**src/verilog/sdp_pkg.sv**
```systemverilog
// Purpose: shared constants and types of the speed and direction pulse core
// Assumes: signed two's complement samples from the speed and direction converters
// Notes: amplitude values are in converter codes
package sdp_pkg;

   localparam int SAMPLE_W = 12;
   // Minimum speed amplitude in converter codes (floor of the hysteresis)
   localparam logic [SAMPLE_W-1:0] SPEED_LIMIT_RST = 12'h010;
   // Hysteresis is amplitude >> HYST_SHIFT, i.e. one eighth
   localparam int HYST_SHIFT = 3;
   // Noise threshold start value is twice the minimum amplitude
   localparam int NOISE_SHIFT = 1;
   // Start-up pulses before calibration is taken as done
   localparam logic [2:0] CAL_EDGES = 3'h3;
   // Length of an output pulse in clock cycles
   localparam logic [3:0] PULSE_LEN = 4'h8;

   typedef logic signed [SAMPLE_W-1:0] sample_t;

   typedef enum logic [1:0] {
      DIR_NONE,
      DIR_FWD,
      DIR_REV
   } dir_t;

   typedef struct packed {
      logic pulse;
      logic dir_valid;
      logic dir_rev;
      logic force_high;
   } out_t;

   typedef struct packed {
      logic under_range;
      logic brownout;
   } supply_t;

endpackage

```
**src/verilog/amp_tracker.sv**
```systemverilog
// Purpose: peak tracking of the speed signal and amplitude estimate
// Assumes: samples arrive every clock; extrema latched at each zero crossing
// Notes: amplitude is half the last peak to peak span
`timescale 1ns/1ps
module amp_tracker #(
   parameter int W = sdp_pkg::SAMPLE_W
) (
   // Clock and reset
   input wire logic ref_clk_i,
   input wire logic rst_i,
   // Speed sample and zero crossing marker
   input wire logic signed [W-1:0] speed_i,
   input wire logic zc_i,
   // Amplitude estimate
   output logic [W-1:0] amp_o
);

   typedef struct packed {
      logic signed [W-1:0] max;
      logic signed [W-1:0] min;
      logic [W-1:0] amp;
   } st_t;

   st_t st_ff;
   st_t nxt_st;
   logic signed [W:0] span;
   logic signed [W-1:0] hi;
   logic signed [W-1:0] lo;

   always_comb begin
      nxt_st = st_ff;
      // The crossing sample belongs to the span, else a flat half period reads as zero
      hi = (speed_i > st_ff.max) ? speed_i : st_ff.max;
      lo = (speed_i < st_ff.min) ? speed_i : st_ff.min;
      span = $signed({hi[W-1], hi}) - $signed({lo[W-1], lo});
      nxt_st.max = hi;
      nxt_st.min = lo;
      if (zc_i) begin
         // Restart peak search each half period so the estimate follows the signal
         nxt_st.amp = span[W:1];
         nxt_st.max = speed_i;
         nxt_st.min = speed_i;
      end
   end

   always_ff @(posedge ref_clk_i) begin
      if (rst_i) begin
         st_ff <= '0;
      end else begin
         st_ff <= nxt_st;
      end
   end

   assign amp_o = st_ff.amp;

endmodule

```
**src/verilog/speed_direction_pulse_core.sv**
```systemverilog
// Purpose: digital core of a differential speed and direction sensor
// Assumes: speed and direction samples are synchronous converter outputs
// Notes: supply monitor flags come from analog comparators, already synchronous
// Behaviour
// - Hysteresis is one eighth of amplitude
// - Hysteresis never below minimum speed amplitude
// - Excursions inside hysteresis cause no switching
// - Direction is center minus mean of outer
// - Center lead or lag sets direction
// - Sample direction at speed zero crossings
// - First pulse after power-on is speed only
// - Amplitude and direction classify vibration edges
// - Vibration edges produce no output pulse
// - Hysteresis suppression active from power-on
// - Direction suppression only once calibrated
// - Undervoltage detection armed after first switching
// - Undervoltage forces high current until recovery
// - Brownout resets core and restarts calibration
// - Calibrated mode switches at adaptive hysteresis
// - Uncalibrated uses noise threshold, floor twice minimum
`timescale 1ns/1ps
module speed_direction_pulse_core #(
   parameter int W = sdp_pkg::SAMPLE_W,
   parameter logic [W-1:0] SPEED_LIMIT = sdp_pkg::SPEED_LIMIT_RST
) (
   // Clock and reset
   input wire logic ref_clk_i,
   input wire logic rst_i,
   // Converter samples
   input wire logic signed [W-1:0] speed_i,
   input wire logic signed [W-1:0] hall_left_i,
   input wire logic signed [W-1:0] hall_right_i,
   input wire logic signed [W-1:0] hall_center_i,
   // Offset correction done strobe from the offset loop
   input wire logic offset_done_i,
   // Supply monitor
   input wire sdp_pkg::supply_t supply_i,
   // Output towards the current driver
   output sdp_pkg::out_t out_o,
   output logic calibrated_o
);

   ////////////////////////////////////////////////////////////////////////
   // State
   typedef struct packed {
      logic speed_pos;
      logic calibrated;
      logic [2:0] edges;
      logic [W-1:0] noise_trigger_threshold;
      sdp_pkg::dir_t dir;
      sdp_pkg::dir_t last_dir;
      logic uv_armed;
      logic pulsing;
      logic [3:0] pulse_cnt;
      sdp_pkg::out_t out;
   } st_t;

   st_t st_ff;
   st_t nxt_st;

   logic [W-1:0] amp;
   logic [W-1:0] hyst;
   logic [W-1:0] thr;
   logic signed [W+1:0] dir_sig;
   logic zc;
   logic rise;
   logic fall;
   logic vib;
   sdp_pkg::dir_t dir_now;

   ////////////////////////////////////////////////////////////////////////
   // Amplitude tracking
   amp_tracker #(
      .W(W)
   ) u_amp (
      .ref_clk_i(ref_clk_i),
      .rst_i(rst_i || supply_i.brownout),
      .speed_i(speed_i),
      .zc_i(zc),
      .amp_o(amp)
   );

   ////////////////////////////////////////////////////////////////////////
   // Thresholds and edges
   always_comb begin
      hyst = amp >> sdp_pkg::HYST_SHIFT;
      if (hyst < SPEED_LIMIT) begin
         hyst = SPEED_LIMIT;
      end
      // Calibrated switches on hysteresis, otherwise on noise threshold
      thr = st_ff.calibrated ? hyst : st_ff.noise_trigger_threshold;
      // Switch only when the excursion passes the threshold on the far side
      rise = !st_ff.speed_pos && (speed_i > $signed(thr));
      fall = st_ff.speed_pos && (speed_i < -$signed(thr));
      zc = rise || fall;
      // Center minus mean of outer, scaled by two to stay integer
      dir_sig = ($signed({{2{hall_center_i[W-1]}}, hall_center_i}) <<< 1)
         - $signed({{2{hall_left_i[W-1]}}, hall_left_i})
         - $signed({{2{hall_right_i[W-1]}}, hall_right_i});
      // Center high on a rising speed edge means it leads by a quarter period
      if (dir_sig[W+1] == rise) begin
         dir_now = sdp_pkg::DIR_REV;
      end else begin
         dir_now = sdp_pkg::DIR_FWD;
      end
   end

   ////////////////////////////////////////////////////////////////////////
   // Vibration classification
   // A direction flip on a small signal is taken as vibration, not reversal
   assign vib = st_ff.calibrated && (st_ff.last_dir != sdp_pkg::DIR_NONE)
      && (dir_now != st_ff.last_dir) && (amp < (hyst << 2));

   ////////////////////////////////////////////////////////////////////////
   // Next state
   always_comb begin
      nxt_st = st_ff;
      nxt_st.out.pulse = 1'b0;
      if (offset_done_i && st_ff.edges != '0) begin
         nxt_st.calibrated = 1'b1;
      end
      if (st_ff.edges == sdp_pkg::CAL_EDGES) begin
         nxt_st.calibrated = 1'b1;
      end
      if (!st_ff.calibrated && zc) begin
         // Half the amplitude, so a steady signal still crosses it; start value is the floor
         if ((amp >> sdp_pkg::NOISE_SHIFT) > (SPEED_LIMIT << sdp_pkg::NOISE_SHIFT)) begin
            nxt_st.noise_trigger_threshold = amp >> sdp_pkg::NOISE_SHIFT;
         end else begin
            nxt_st.noise_trigger_threshold = SPEED_LIMIT << sdp_pkg::NOISE_SHIFT;
         end
      end
      if (zc) begin
         nxt_st.speed_pos = rise;
         nxt_st.last_dir = dir_now;
         if (!vib) begin
            nxt_st.dir = dir_now;
            nxt_st.pulsing = 1'b1;
            nxt_st.pulse_cnt = sdp_pkg::PULSE_LEN;
            nxt_st.out.dir_valid = (st_ff.edges != '0);
            nxt_st.out.dir_rev = (dir_now == sdp_pkg::DIR_REV) && (st_ff.edges != '0);
            if (st_ff.edges != sdp_pkg::CAL_EDGES) begin
               nxt_st.edges = st_ff.edges + 3'h1;
            end
            nxt_st.uv_armed = 1'b1;
         end // Vibration edge: no pulse
      end
      if (st_ff.pulsing) begin
         nxt_st.out.pulse = 1'b1;
         nxt_st.pulse_cnt = st_ff.pulse_cnt - 4'h1;
         if (st_ff.pulse_cnt == 4'h1) begin
            nxt_st.pulsing = 1'b0;
         end
      end
      nxt_st.out.force_high = st_ff.uv_armed && supply_i.under_range;
   end

   ////////////////////////////////////////////////////////////////////////
   // Registers
   always_ff @(posedge ref_clk_i) begin
      if (rst_i || supply_i.brownout) begin
         st_ff <= '0;
         st_ff.noise_trigger_threshold <= SPEED_LIMIT << sdp_pkg::NOISE_SHIFT;
         st_ff.dir <= sdp_pkg::DIR_NONE;
         st_ff.last_dir <= sdp_pkg::DIR_NONE;
      end else begin
         st_ff <= nxt_st;
      end
   end

   assign out_o = st_ff.out;
   assign calibrated_o = st_ff.calibrated;

endmodule
```
**config.mk**
```make
export PLATFORM = sky130hd
export DESIGN_NAME = speed_direction_pulse_core
export DESIGN_NICKNAME = d
export VERILOG_FILES = /design/src/verilog/sdp_pkg.sv /design/src/verilog/amp_tracker.sv /design/src/verilog/speed_direction_pulse_core.sv
export SDC_FILE = /design/constraint.sdc
export NUM_CORES = 1
export LEC_CHECK = 0
export ABC_CLOCK_PERIOD_IN_PS = 9900
export BUFFER_PORTS_ARGS = -buffer_cell sky130_fd_sc_hd__buf_2
export CORE_ASPECT_RATIO = 1.25
export CORE_UTILIZATION = 30
export CTS_CLUSTER_SIZE = 16
export DETAILED_ROUTE_END_ITERATION = 6
export SETUP_SLACK_MARGIN = 0.2
export SYNTH_ARGS = -nofsm -noshare
export SYNTH_HDL_FRONTEND = slang
export SYNTH_SLANG_ARGS = --single-unit
```
**constraint.sdc**
```tcl
create_clock -name ref_clk_i -period 9.9 [get_ports ref_clk_i]
set_clock_uncertainty 0.05 [all_clocks]
set_input_delay 0.495 -clock ref_clk_i [delete_from_list [all_inputs] [get_ports ref_clk_i]]
set_output_delay 0.495 -clock ref_clk_i [all_outputs]
set_load 0.01 [all_outputs]
```
==> results by group, run 1 <==
Outcome
  • Outcome: completed

STA
  • Hold Fails Final Rpt: 0
  • Final slew viol count: 0
  • Endpoints failing setup: 0
  • Slew margin rel.: 28.6%
  • Worst slew pin tran: 1.07 ns
  • TNS Setup: 0 ns
  • RSZ-0062 raised after global routing: no
  • Setup WS post-layout: 4.54 ns
  • F_max: 187 MHz
  • Fin crit period: 5.36 ns
  • Part of the cycle the worst path needs: 54.1%

Floorplan
  • Chip Height: 150 µm
  • Die area: 0.0182 mm²
  • Core area: 0.0170 mm²
  • Starting Density: 31.0%
  • Die width: 121 µm
  • I/O pin count: 58
  • Row count: 53

Routing
  • Via density: 5.02
  • Routed WL per cell: 13.7 µm
  • Post-route ant nets: 0
  • Router iterations before antenna repair: 4
  • Drt total wl: 12600 µm
  • DRC Markers: 0
  • Total number of vias: 4624
  • DRT iter0 DRCs: 240

Synthesis
  • Async S/R FF share, synth: 0%
  • Post-Syn Area: 0.00528 mm²
  • Mapped Nets: 797
  • Cells after Synth: 651
  • Synth Register Bits: 63
  • Sequential share of the synthesized area: 23.9%
  • Synth unique cells: 60
  • Ys flop type: dfxtp_1
  • Post-synth EDFFs: 0
  • Mean post-synth cell area: 8.12 µm²
  • YS warnings: 0

Clock tree
  • Clock tree root driver cell: clkbuf_16
  • Post-CTS sizing: 0
  • Clk_lat worst skew: 0.34 ns
  • H-tree Lvls: 3
  • Clk slew on worst S/H paths: 0.05 ns
  • Deepest clock path buffer count: 2
  • Num CTS Buffers: 9
  • Cts hold-fix bufs: 0
  • # clock sinks: 63
  • TritonCTS clock tree: yes
  • Buffer count from post-CTS setup fixing: 0

Final layout
  • Nets: 842
  • Layout cells sized above 1: 14.0%
  • Fin area: 0.00608 mm²
  • Area grow syn2layout: 15.0%
  • N_diodes: 0
  • Non-filler cells, final: 921

Critical path
  • Max FO, Critical Path: 43
  • R2r setup slk: 4.54 ns
  • Kind of critical path: flip-flop to flip-flop
  • WP data required: 10.13 ns
  • Arr. time, crit path: 5.58 ns
  • Critical Path Sink Type: flip-flop
  • Worst setup SP type: flip-flop

Power
  • PD cells: 155 mW/mm²
  • IR drop worst, VDD: 76.3 µV
  • Power Total: 0.940 mW
  • Leakage power: 2.66 nW

Placement
  • Final HPWL from detailed placement: 9880 µm
  • Final Wtd Congestion: 0.804
  • Worst slack at placement: 4.45 ns
  • Placed cell count: 905
  • IO buf count: 57
  • Placed instance area: 0.00576 mm²

Global route
  • Largest net degree at the start of global routing: 44
  • Initial antenna violation count: 0
  • First-pass GRT wire length: 21000 µm
  • Vias in the first global route: 4338
  • GRT Residual Overflow: 0
  • GRT Resource Usage Total: 14.7%

Run
  • Max_cap viols: 0

Hold path
  • HP Class: primary input to flip-flop
metal layers:
metal	share of wire, %	up-vias	track usage, %
met5	0	-	0
met4	1.8	0	4.88
met3	3.2	19	2.88
met2	49	55	25.6
met1	46	2161	18.1
li1	-	2389	-
Yosys cell counts, types with 3 or more instances:
cell type	instances	share of area, %
nor2b_1	10	1.2
dfxtp_1	63	24
a21oi_1	64	6.1
mux2_2	13	2.8
nand2b_1	7	0.83
inv_1	67	4.8
mux2i_1	8	1.5
nand2_1	49	3.5
buf_4	4	0.57
xor2_1	9	1.5
a211oi_1	7	0.99
nor3_1	10	0.95
ha_1	82	19
clkbuf_1	21	1.5
fa_1	11	4.2
and3_1	9	1.1
o211ai_1	7	0.99
a31oi_1	5	0.59
o21a_1	11	1.6
xnor2_1	8	1.3
and2_1	4	0.47
nand4_1	7	0.83
o21ai_1	3	0.28
nor3b_1	5	0.71
a21o_1	17	2.4
a211o_1	4	0.66
nand3_1	13	1.2
nor2_1	52	3.7
o21ai_0	37	3.5
final timing paths:
path                        from        endpoint  depth (start not counted)
setup / recovery  u_amp.amp_o[8]  u_amp.amp_o[8]                         19
hold / removal       supply_i[1]        out_o[0]                          2
setup reg to reg  u_amp.amp_o[8]  u_amp.amp_o[8]                         19
hold reg to reg         out_o[1]        out_o[1]                          2
registers in the layout, summed over array words and instances, names as in the netlist:
register and flops:
out_o 4, calibrated_o 1, u_amp.st_ff 24, u_amp.amp_o 11, st_ff 23
through the flow:
| step | utilization [%] | hold slack, ns |
|---|---|---|
| detailed placement | 33.8 | 0.393 |
| floorplan | - | 0.379 |
| finish | 35.7 | 0.342 |
| global placement | 33.8 | 0.384 |
| CTS | 35.7 | 0.335 |
| global route | 35.7 | 0.331 |
logic make-up after synthesis:
family	count (synthesis)	share of synthesized area (%)
compound gates	179	21.4
xor+xnor	17	2.82
fa+ha+maj	93	23.6
buf+inv	94	6.96
flops	63	23.9
mux	21	4.29
simple gates	184	17.1
power breakdown:
part           internal [mW]  leakage, nW  switching [mW]
combinational          0.137         1.99           0.185
clock                  0.218        0.155           0.119
sequential             0.269        0.513          0.0116
total                  0.624         2.66           0.316
worst max-delay path: stages, from the launching register on:
cell	delay (ns)
dfxtp_1	0.34
nor4_1	0.42
nand2b_1	0.36
a31oi_1	0.43
nand3_1	0.17
nor2b_1	0.32
and3_1	0.22
xnor2_1	0.12
ha_1	0.26
a21oi_1	0.14
nor2b_1	0.05
o21ai_0	0.15
nand2b_1	0.07
a2111oi_0	0.50
and3b_1	0.26
o21ai_1	0.12
and2_1	0.25
buf_4	0.28
a2111oi_0	0.56
o21a_1	0.18
cell type report:
class / count / area (µm²)
Fill cell: 1754 / 11000
Multi-Input combinational cell: 494 / 3660
Sequential cell: 63 / 1260
Timing Repair Buffer: 61 / 315
Tap cell: 220 / 275
Inverter: 67 / 251
Clock buffer: 9 / 225
Clock inverter: 7 / 87.6
cells in the final DEF (no fill, tap or decap), types with 5 or more instances in the layout:
cell	synthesis	layout
a211oi_1	7	7
ha_1	82	82
xnor2_1	8	8
o21a_1	11	11
nand3_1	13	13
dfxtp_1	63	63
nand2_1	49	49
nand2b_1	7	7
a21oi_1	64	64
a21o_1	17	17
inv_1	67	67
clkbuf_16	0	9
nor2_1	52	51
xor2_1	9	9
and3_1	9	9
nor3_1	10	10
a31oi_1	5	5
mux2_2	13	13
nor2b_1	10	10
mux2i_1	8	7
o21ai_0	37	37
fa_1	11	11
nor3b_1	5	5
buf_2	0	57
o211ai_1	7	7
nand4_1	7	7
No activity file was read; power rests on OpenSTA's default activity.
==> run 2: changes to the inputs <==
--- a/config.mk
+++ b/config.mk
@@ -5,7 +5,7 @@
 export SDC_FILE = /design/constraint.sdc
 export NUM_CORES = 1
 export LEC_CHECK = 0
-export ABC_CLOCK_PERIOD_IN_PS = 9900
+export ABC_CLOCK_PERIOD_IN_PS = 5100
 export BUFFER_PORTS_ARGS = -buffer_cell sky130_fd_sc_hd__buf_2
 export CORE_ASPECT_RATIO = 1.25
 export CORE_UTILIZATION = 30
==> constraint.sdc (replaced) <==
create_clock -name ref_clk_i -period 5.1 [get_ports ref_clk_i]
set_clock_uncertainty 0.05 [all_clocks]
set_input_delay 0.255 -clock ref_clk_i [delete_from_list [all_inputs] [get_ports ref_clk_i]]
set_output_delay 0.255 -clock ref_clk_i [all_outputs]
set_load 0.01 [all_outputs]
==> run 2 against run 1 <==
Critical path depth increased by 2; register-to-register slack got worse by 4.0 ns; total power increased by 95%; global-route usage increased by 0.36 points; design area increased by 3.2%; via count increased by 1.5%; count of clock-buffer cells in the layout increased by 3; wire length increased by 3.8%; sequential power increased by 94%; final cell count increased by 2.1%; combinational power increased by 110%; critical path type unchanged; highest routed layer unchanged.
==> results by group, run 2 (synthesis gave the netlist of run 1 again) <==
Power
  • Comb power frac: 36.4%
  • Net switching power: 0.610 mW
  • Seq pwr share: 29.6%
  • Sw frac: 33.3%
  • Leakage power: 2.75 nW
  • Pint: 1.22 mW
  • IR drop worst, VDD: 162 µV
  • PD cells: 292 mW/mm²
  • Clock power share: 34.0%

STA
  • RSZ-0062 raised after global routing: no
  • Slew margin rel.: 46.4%
  • Final slew viol count: 0
  • Endpoints failing setup: 0
  • Part of the cycle the worst path needs: 89.1%
  • Fin crit period: 4.55 ns
  • F_max: 220 MHz
  • TNS Setup: 0 ns
  • Hold Fails Final Rpt: 0
  • Worst slew pin tran: 0.804 ns

Floorplan
  • I/O pin count: 58
  • Starting Density: 31.0%
  • Chip Height: 150 µm
  • Die area: 0.0182 mm²
  • Row count: 53
  • Core area: 0.0170 mm²
  • Die width: 121 µm

Final layout
  • Non-filler cells, final: 940
  • Commonest non-fill, non-tap cells in the layout: ha_1 (81), inv_1 (67), a21oi_1 (64), dfxtp_1 (63), buf_2 (57)
  • Area grow syn2layout: 18.7%
  • Nets: 861
  • Commonest non-fill, non-tap cell in the layout: ha_1
  • Multi-input combinational cell area: 0.00370 mm²
  • Fillers: 1729
  • Fin util: 36.8%
  • Largest register FFs: 24
  • Layout cells sized above 1: 16.7%
  • Register Area: 0.00126 mm²
  • Biggest register: u_amp.st_ff

Clock tree
  • Num CTS Buffers: 9
  • H-tree Lvls: 3
  • Deepest clock path buffer count: 2
  • Clk slew on worst S/H paths: 0.05 ns
  • # clock sinks: 63
  • Clk_lat worst skew: 0.33 ns
  • Clock tree root driver cell: clkbuf_16
  • TritonCTS clock tree: yes

Outcome
  • Outcome: completed

Routing
  • DRC Markers: 0
  • DRT iter0 DRCs: 238
  • Drt total wl: 13100 µm
  • Router iterations before antenna repair: 5
  • Total number of vias: 4695
  • Via density: 4.99
  • Post-route ant nets: 0
  • Routed WL per cell: 13.9 µm

Global route
  • Initial antenna violation count: 1
  • Global Route met2 Usage: 26.0%
  • GRT Resource Usage Total: 15.1%
  • Met1 usage: 18.6%
  • GRT Residual Overflow: 0
  • Largest net degree at the start of global routing: 32
  • First-pass GRT wire length: 21400 µm
  • Met3 usage: 1.97%
  • Vias in the first global route: 4395
  • Busiest grt layer: met2

Placement
  • Final HPWL from detailed placement: 10400 µm
  • IO buf count: 57
  • Final Wtd Congestion: 0.776
  • Placed cell count: 921

Critical path
  • Slowest stage delay, CP: 0.51 ns
  • CP dominant cell by count: a21o_1
  • WP data required: 5.27 ns
  • CP Buf/Inv Count: 2
  • Crit-path slowest cell: or4_1
  • Critical Path Sink Type: flip-flop
  • Max FO, Critical Path: 8
  • Worst path cell trace: inv_1 > ha_1 > nand4_1 > a21oi_1 > or4_1 > nand2_1 > o21ai_0 > nand2b_1 > buf_6 > mux2_2 > ha_1 > a21o_1 > a21o_1 > a21o_1 > o21a_1 > nor2_1 > a41oi_2 > a211oi_2 > o21bai_1 > and4_4 > a311o_1
  • Arr. time, crit path: 4.71 ns
  • Kind of critical path: flip-flop to flip-flop
  • Worst setup SP type: flip-flop
  • Kind of cell adding the most delay to the critical path: compound AO/OA/AOI/OAI gates

Run
  • Max_cap viols: 0

Hold path
  • HP Class: primary input to flip-flop
## run 2: power by group through the flow
| stage | clock, mW | sequential (mW) | combinational [mW] |
|---|---|---|---|
| 2_1_floorplan | 0 | 0.545 | 0.474 |
| 3_3_place_gp | 0 | 0.553 | 0.639 |
| 3_5_place_dp | 0 | 0.553 | 0.644 |
| 4_1_cts | 0.636 | 0.542 | 0.649 |
| 5_1_grt | 0.654 | 0.547 | 0.754 |
| 6_report | 0.622 | 0.543 | 0.667 |
## run 2: layer usage
layer  vias up  part of all wire, %
met2        67                   49
li1       2439                    -
met4         0                  2.5
met5         -                    0
met1      2170                   45
met3        19                  2.9
## run 2: what timing repair did
action / in CTS / in global routing
buffers inserted: 0 / 3
endpoints found under the setup margin: 0 / 53
resized for setup: 0 / 7
hold buffers: 0 / 0
## run 2: worst paths after layout
check | start | endpoint | slack [ns] | cells past startpoint
max reg2reg | u_amp.st_ff[35] | u_amp.amp_o[10] | 0.55 | 21
min reg2reg | st_ff[10] | st_ff[10] | 0.40 | 2
max | u_amp.st_ff[35] | u_amp.amp_o[10] | 0.55 | 21
min | supply_i[1] | out_o[0] | 0.10 | 2
## run 2: per-stage QoR
| step | instance area, µm² | hold WS [ns] | setup slack (ns) | power [mW] |
|---|---|---|---|---|
| finish | 6270 | 0.103 | 0.554 | 1.83 |
| global route | 6270 | 0.100 | 0.218 | 1.96 |
| CTS | 6210 | 0.0931 | 0.373 | 1.83 |
| detailed placement | 5910 | 0.395 | 0.306 | 1.20 |
| global placement | 5910 | 0.396 | 0.306 | 1.19 |
| floorplan | 5280 | 0.345 | 0.393 | 1.02 |
## run 2: area by class of cell
| class | count | area share (%) |
|---|---|---|
| diodes | 1 | 0.0399 |
| multi-input cells | 494 | 58.9 |
| repair buffers | 80 | 7.76 |
| flip-flops and latches | 63 | 20.1 |
| clock inverters | 3 | 0.678 |
| well taps | 220 | 4.39 |
| clock buffers | 12 | 4.09 |
| inverters | 67 | 4.01 |
==> run 3: changes to the inputs <==
--- a/config.mk
+++ b/config.mk
@@ -11,6 +11,7 @@
 export CORE_UTILIZATION = 30
 export CTS_CLUSTER_SIZE = 16
 export DETAILED_ROUTE_END_ITERATION = 6
+export PLACE_DENSITY_LB_ADDON = 0.15
 export SETUP_SLACK_MARGIN = 0.2
 export SYNTH_ARGS = -nofsm -noshare
 export SYNTH_HDL_FRONTEND = slang
==> run 3 against run 2 <==
Sequential cell count is the same; design area grew 1.0%; total power grew 3.7%; sequential share of layout area fell by 0.20 points; largest power group unchanged; highest routed layer unchanged.
==> results by group, run 3 (synthesis gave the netlist of run 1 again) <==
STA
  • F_max: 215 MHz
  • TNS Setup: 0 ns
  • RSZ-0062 raised after global routing: no
  • Setup WS post-layout: 0.452 ns
  • Final slew viol count: 0
  • Worst Hold Slack: 0.112 ns
  • Slew margin rel.: 53.5%
  • Endpoints failing setup: 0
  • Part of the cycle the worst path needs: 91.1%
  • Worst slew pin tran: 0.692 ns
  • Hold Fails Final Rpt: 0
  • Fin crit period: 4.65 ns

Routing
  • DRC Markers: 0
  • DRT iter0 DRCs: 138
  • Post-route ant nets: 0
  • Drt total wl: 13900 µm
  • Router iterations before antenna repair: 4
  • Routed WL per cell: 14.7 µm
  • Total number of vias: 4702
  • Via density: 4.98

Global route
  • Vias in the first global route: 4672
  • GRT Resource Usage Total: 16.0%
  • Largest net degree at the start of global routing: 32
  • Met1 usage: 19.0%
  • Global Route met2 Usage: 29.1%
  • First-pass GRT wire length: 22500 µm
  • Busiest grt layer: met2
  • GRT Residual Overflow: 0
  • Initial antenna violation count: 0
  • Met3 usage: 2.16%

Final layout
  • Nets: 865
  • Layout cells sized above 1: 17.8%
  • Fin util: 37.2%
  • N_diodes: 0
  • Biggest register: u_amp.st_ff
  • Area grow syn2layout: 19.9%
  • Commonest non-fill, non-tap cell in the layout: ha_1
  • Commonest non-fill, non-tap cells in the layout: ha_1 (81), inv_1 (67), dfxtp_1 (63), a21oi_1 (61), buf_2 (57)
  • Largest register FFs: 24

Clock tree
  • Clk slew on worst S/H paths: 0.06 ns
  • Clk_lat worst skew: 0.33 ns
  • # clock sinks: 63
  • Num CTS Buffers: 9
  • Deepest clock path buffer count: 2
  • Clock tree root driver cell: clkbuf_16
  • H-tree Lvls: 3
  • TritonCTS clock tree: yes

Power
  • Pint: 1.27 mW
  • IR drop worst, VDD: 176 µV
  • Comb power frac: 35.9%
  • Leakage power: 2.79 nW
  • Clock power share: 35.5%
  • Net switching power: 0.630 mW
  • Power Total: 1.90 mW
  • Sw frac: 33.2%
  • Seq pwr share: 28.6%
  • PD cells: 300 mW/mm²

Critical path
  • Path depth of the worst reg2reg path: 22
  • Kind of critical path: flip-flop to flip-flop
  • R2R Path End: u_amp.amp_o[10]
  • Critical path launch point: u_amp.st_ff[25]
  • Critical path destination: u_amp.amp_o[10]
  • Critical Path Sink Type: flip-flop
  • R2r setup slk: 0.45 ns
  • RR Startpoint: u_amp.st_ff[25]
  • Slowest stage delay, CP: 0.45 ns
  • CP dominant cell by count: a21o_1
  • WP data required: 5.27 ns
  • Worst setup SP type: flip-flop
  • Crit-path slowest cell: or4_1
  • Arr. time, crit path: 4.82 ns
  • Max FO, Critical Path: 6
  • Worst path cell trace: inv_1 > ha_1 > nor2b_1 > o211ai_1 > a211oi_1 > or4_1 > nand2_1 > o21ai_0 > nand2b_1 > buf_6 > mux2_2 > ha_1 > a21o_1 > a21o_1 > a21o_1 > o21a_1 > nor2_1 > a41oi_2 > a211oi_2 > o21bai_1 > and4_4 > a311o_1

Floorplan
  • Core area: 0.0170 mm²
  • Starting Density: 31.0%
  • I/O pin count: 58
  • Row count: 53
  • Chip Height: 150 µm
  • Die area: 0.0182 mm²
  • Die width: 121 µm

Outcome
  • Outcome: completed

Placement
  • IO buf count: 57
  • Final HPWL from detailed placement: 11100 µm
  • Worst slack at placement: 0.268 ns
  • Final Wtd Congestion: 0.817

Hold path
  • HP Class: primary input to flip-flop

Run
  • Max_cap viols: 0
==> run 3: changes by cell type in the layout (fill, tap and decap cells not counted), sizes merged <==
cell	previous run	this run
buf	80	84
clkbuf	12	14
clkinvlp	1	0
diode	1	0
==> run 3: power by group through the flow <==
stage | logic [mW] | clock network [mW] | registers [mW]
3_5_place_dp | 0.658 | 0 | 0.553
3_3_place_gp | 0.652 | 0 | 0.553
6_report | 0.682 | 0.675 | 0.543
5_1_grt | 0.772 | 0.708 | 0.547
4_1_cts | 0.664 | 0.690 | 0.543
2_1_floorplan | 0.474 | 0 | 0.545
==> run 3: area by class of cell <==
type	count	area [µm²]
fillers	1790	10700
clock inverters	2	35.0
repair buffers	84	508
well taps	220	275
flip-flops and latches	63	1260
clock buffers	14	294
multi-input cells	494	3710
inverters	67	251
==> run 3: layer usage <==
| metal | routed length [µm] | part of all wire [%] |
|---|---|---|
| met1 | 6200 | 45 |
| met2 | 6950 | 50 |
| met3 | 512 | 3.7 |
| met4 | 204 | 1.5 |
| met5 | 0 | 0 |
==> run 3: per-stage QoR <==
step	area (µm²)	instances
5_1_grt	6340	944
4_1_cts	6260	941
3_3_place_gp	5930	925
6_report	6340	944
2_1_floorplan	5280	651
3_5_place_dp	5930	925
==> run 3: worst max-delay path, delay by kind of cell, from the launching register on <==
family          cells  cell delay, ns
compound gates     11            1.98
simple gates        6            1.11
fa+ha+maj           2            0.50
mux                 1            0.35
flops               1            0.33
buf+inv             2            0.19
==> run 3: worst min path at each step <==
stage                 from              end  slack [ns]  cells after the start
2_1_floorplan   speed_i[0]  u_amp.st_ff[24]        0.35                      2
3_3_place_gp      st_ff[9]         st_ff[9]        0.39                      1
3_5_place_dp      out_o[2]         out_o[2]        0.40                      2
4_1_cts        supply_i[1]         out_o[0]        0.10                      2
5_1_grt        supply_i[1]         out_o[0]        0.11                      2
6_report       supply_i[1]         out_o[0]        0.11                      2
==> run 3: repair_timing <==
item | CTS | global route
endpoints found under the setup margin | 0 | 31
hold buffers | 0 | 0
buffers inserted | 0 | 3
resized for setup | 0 | 12
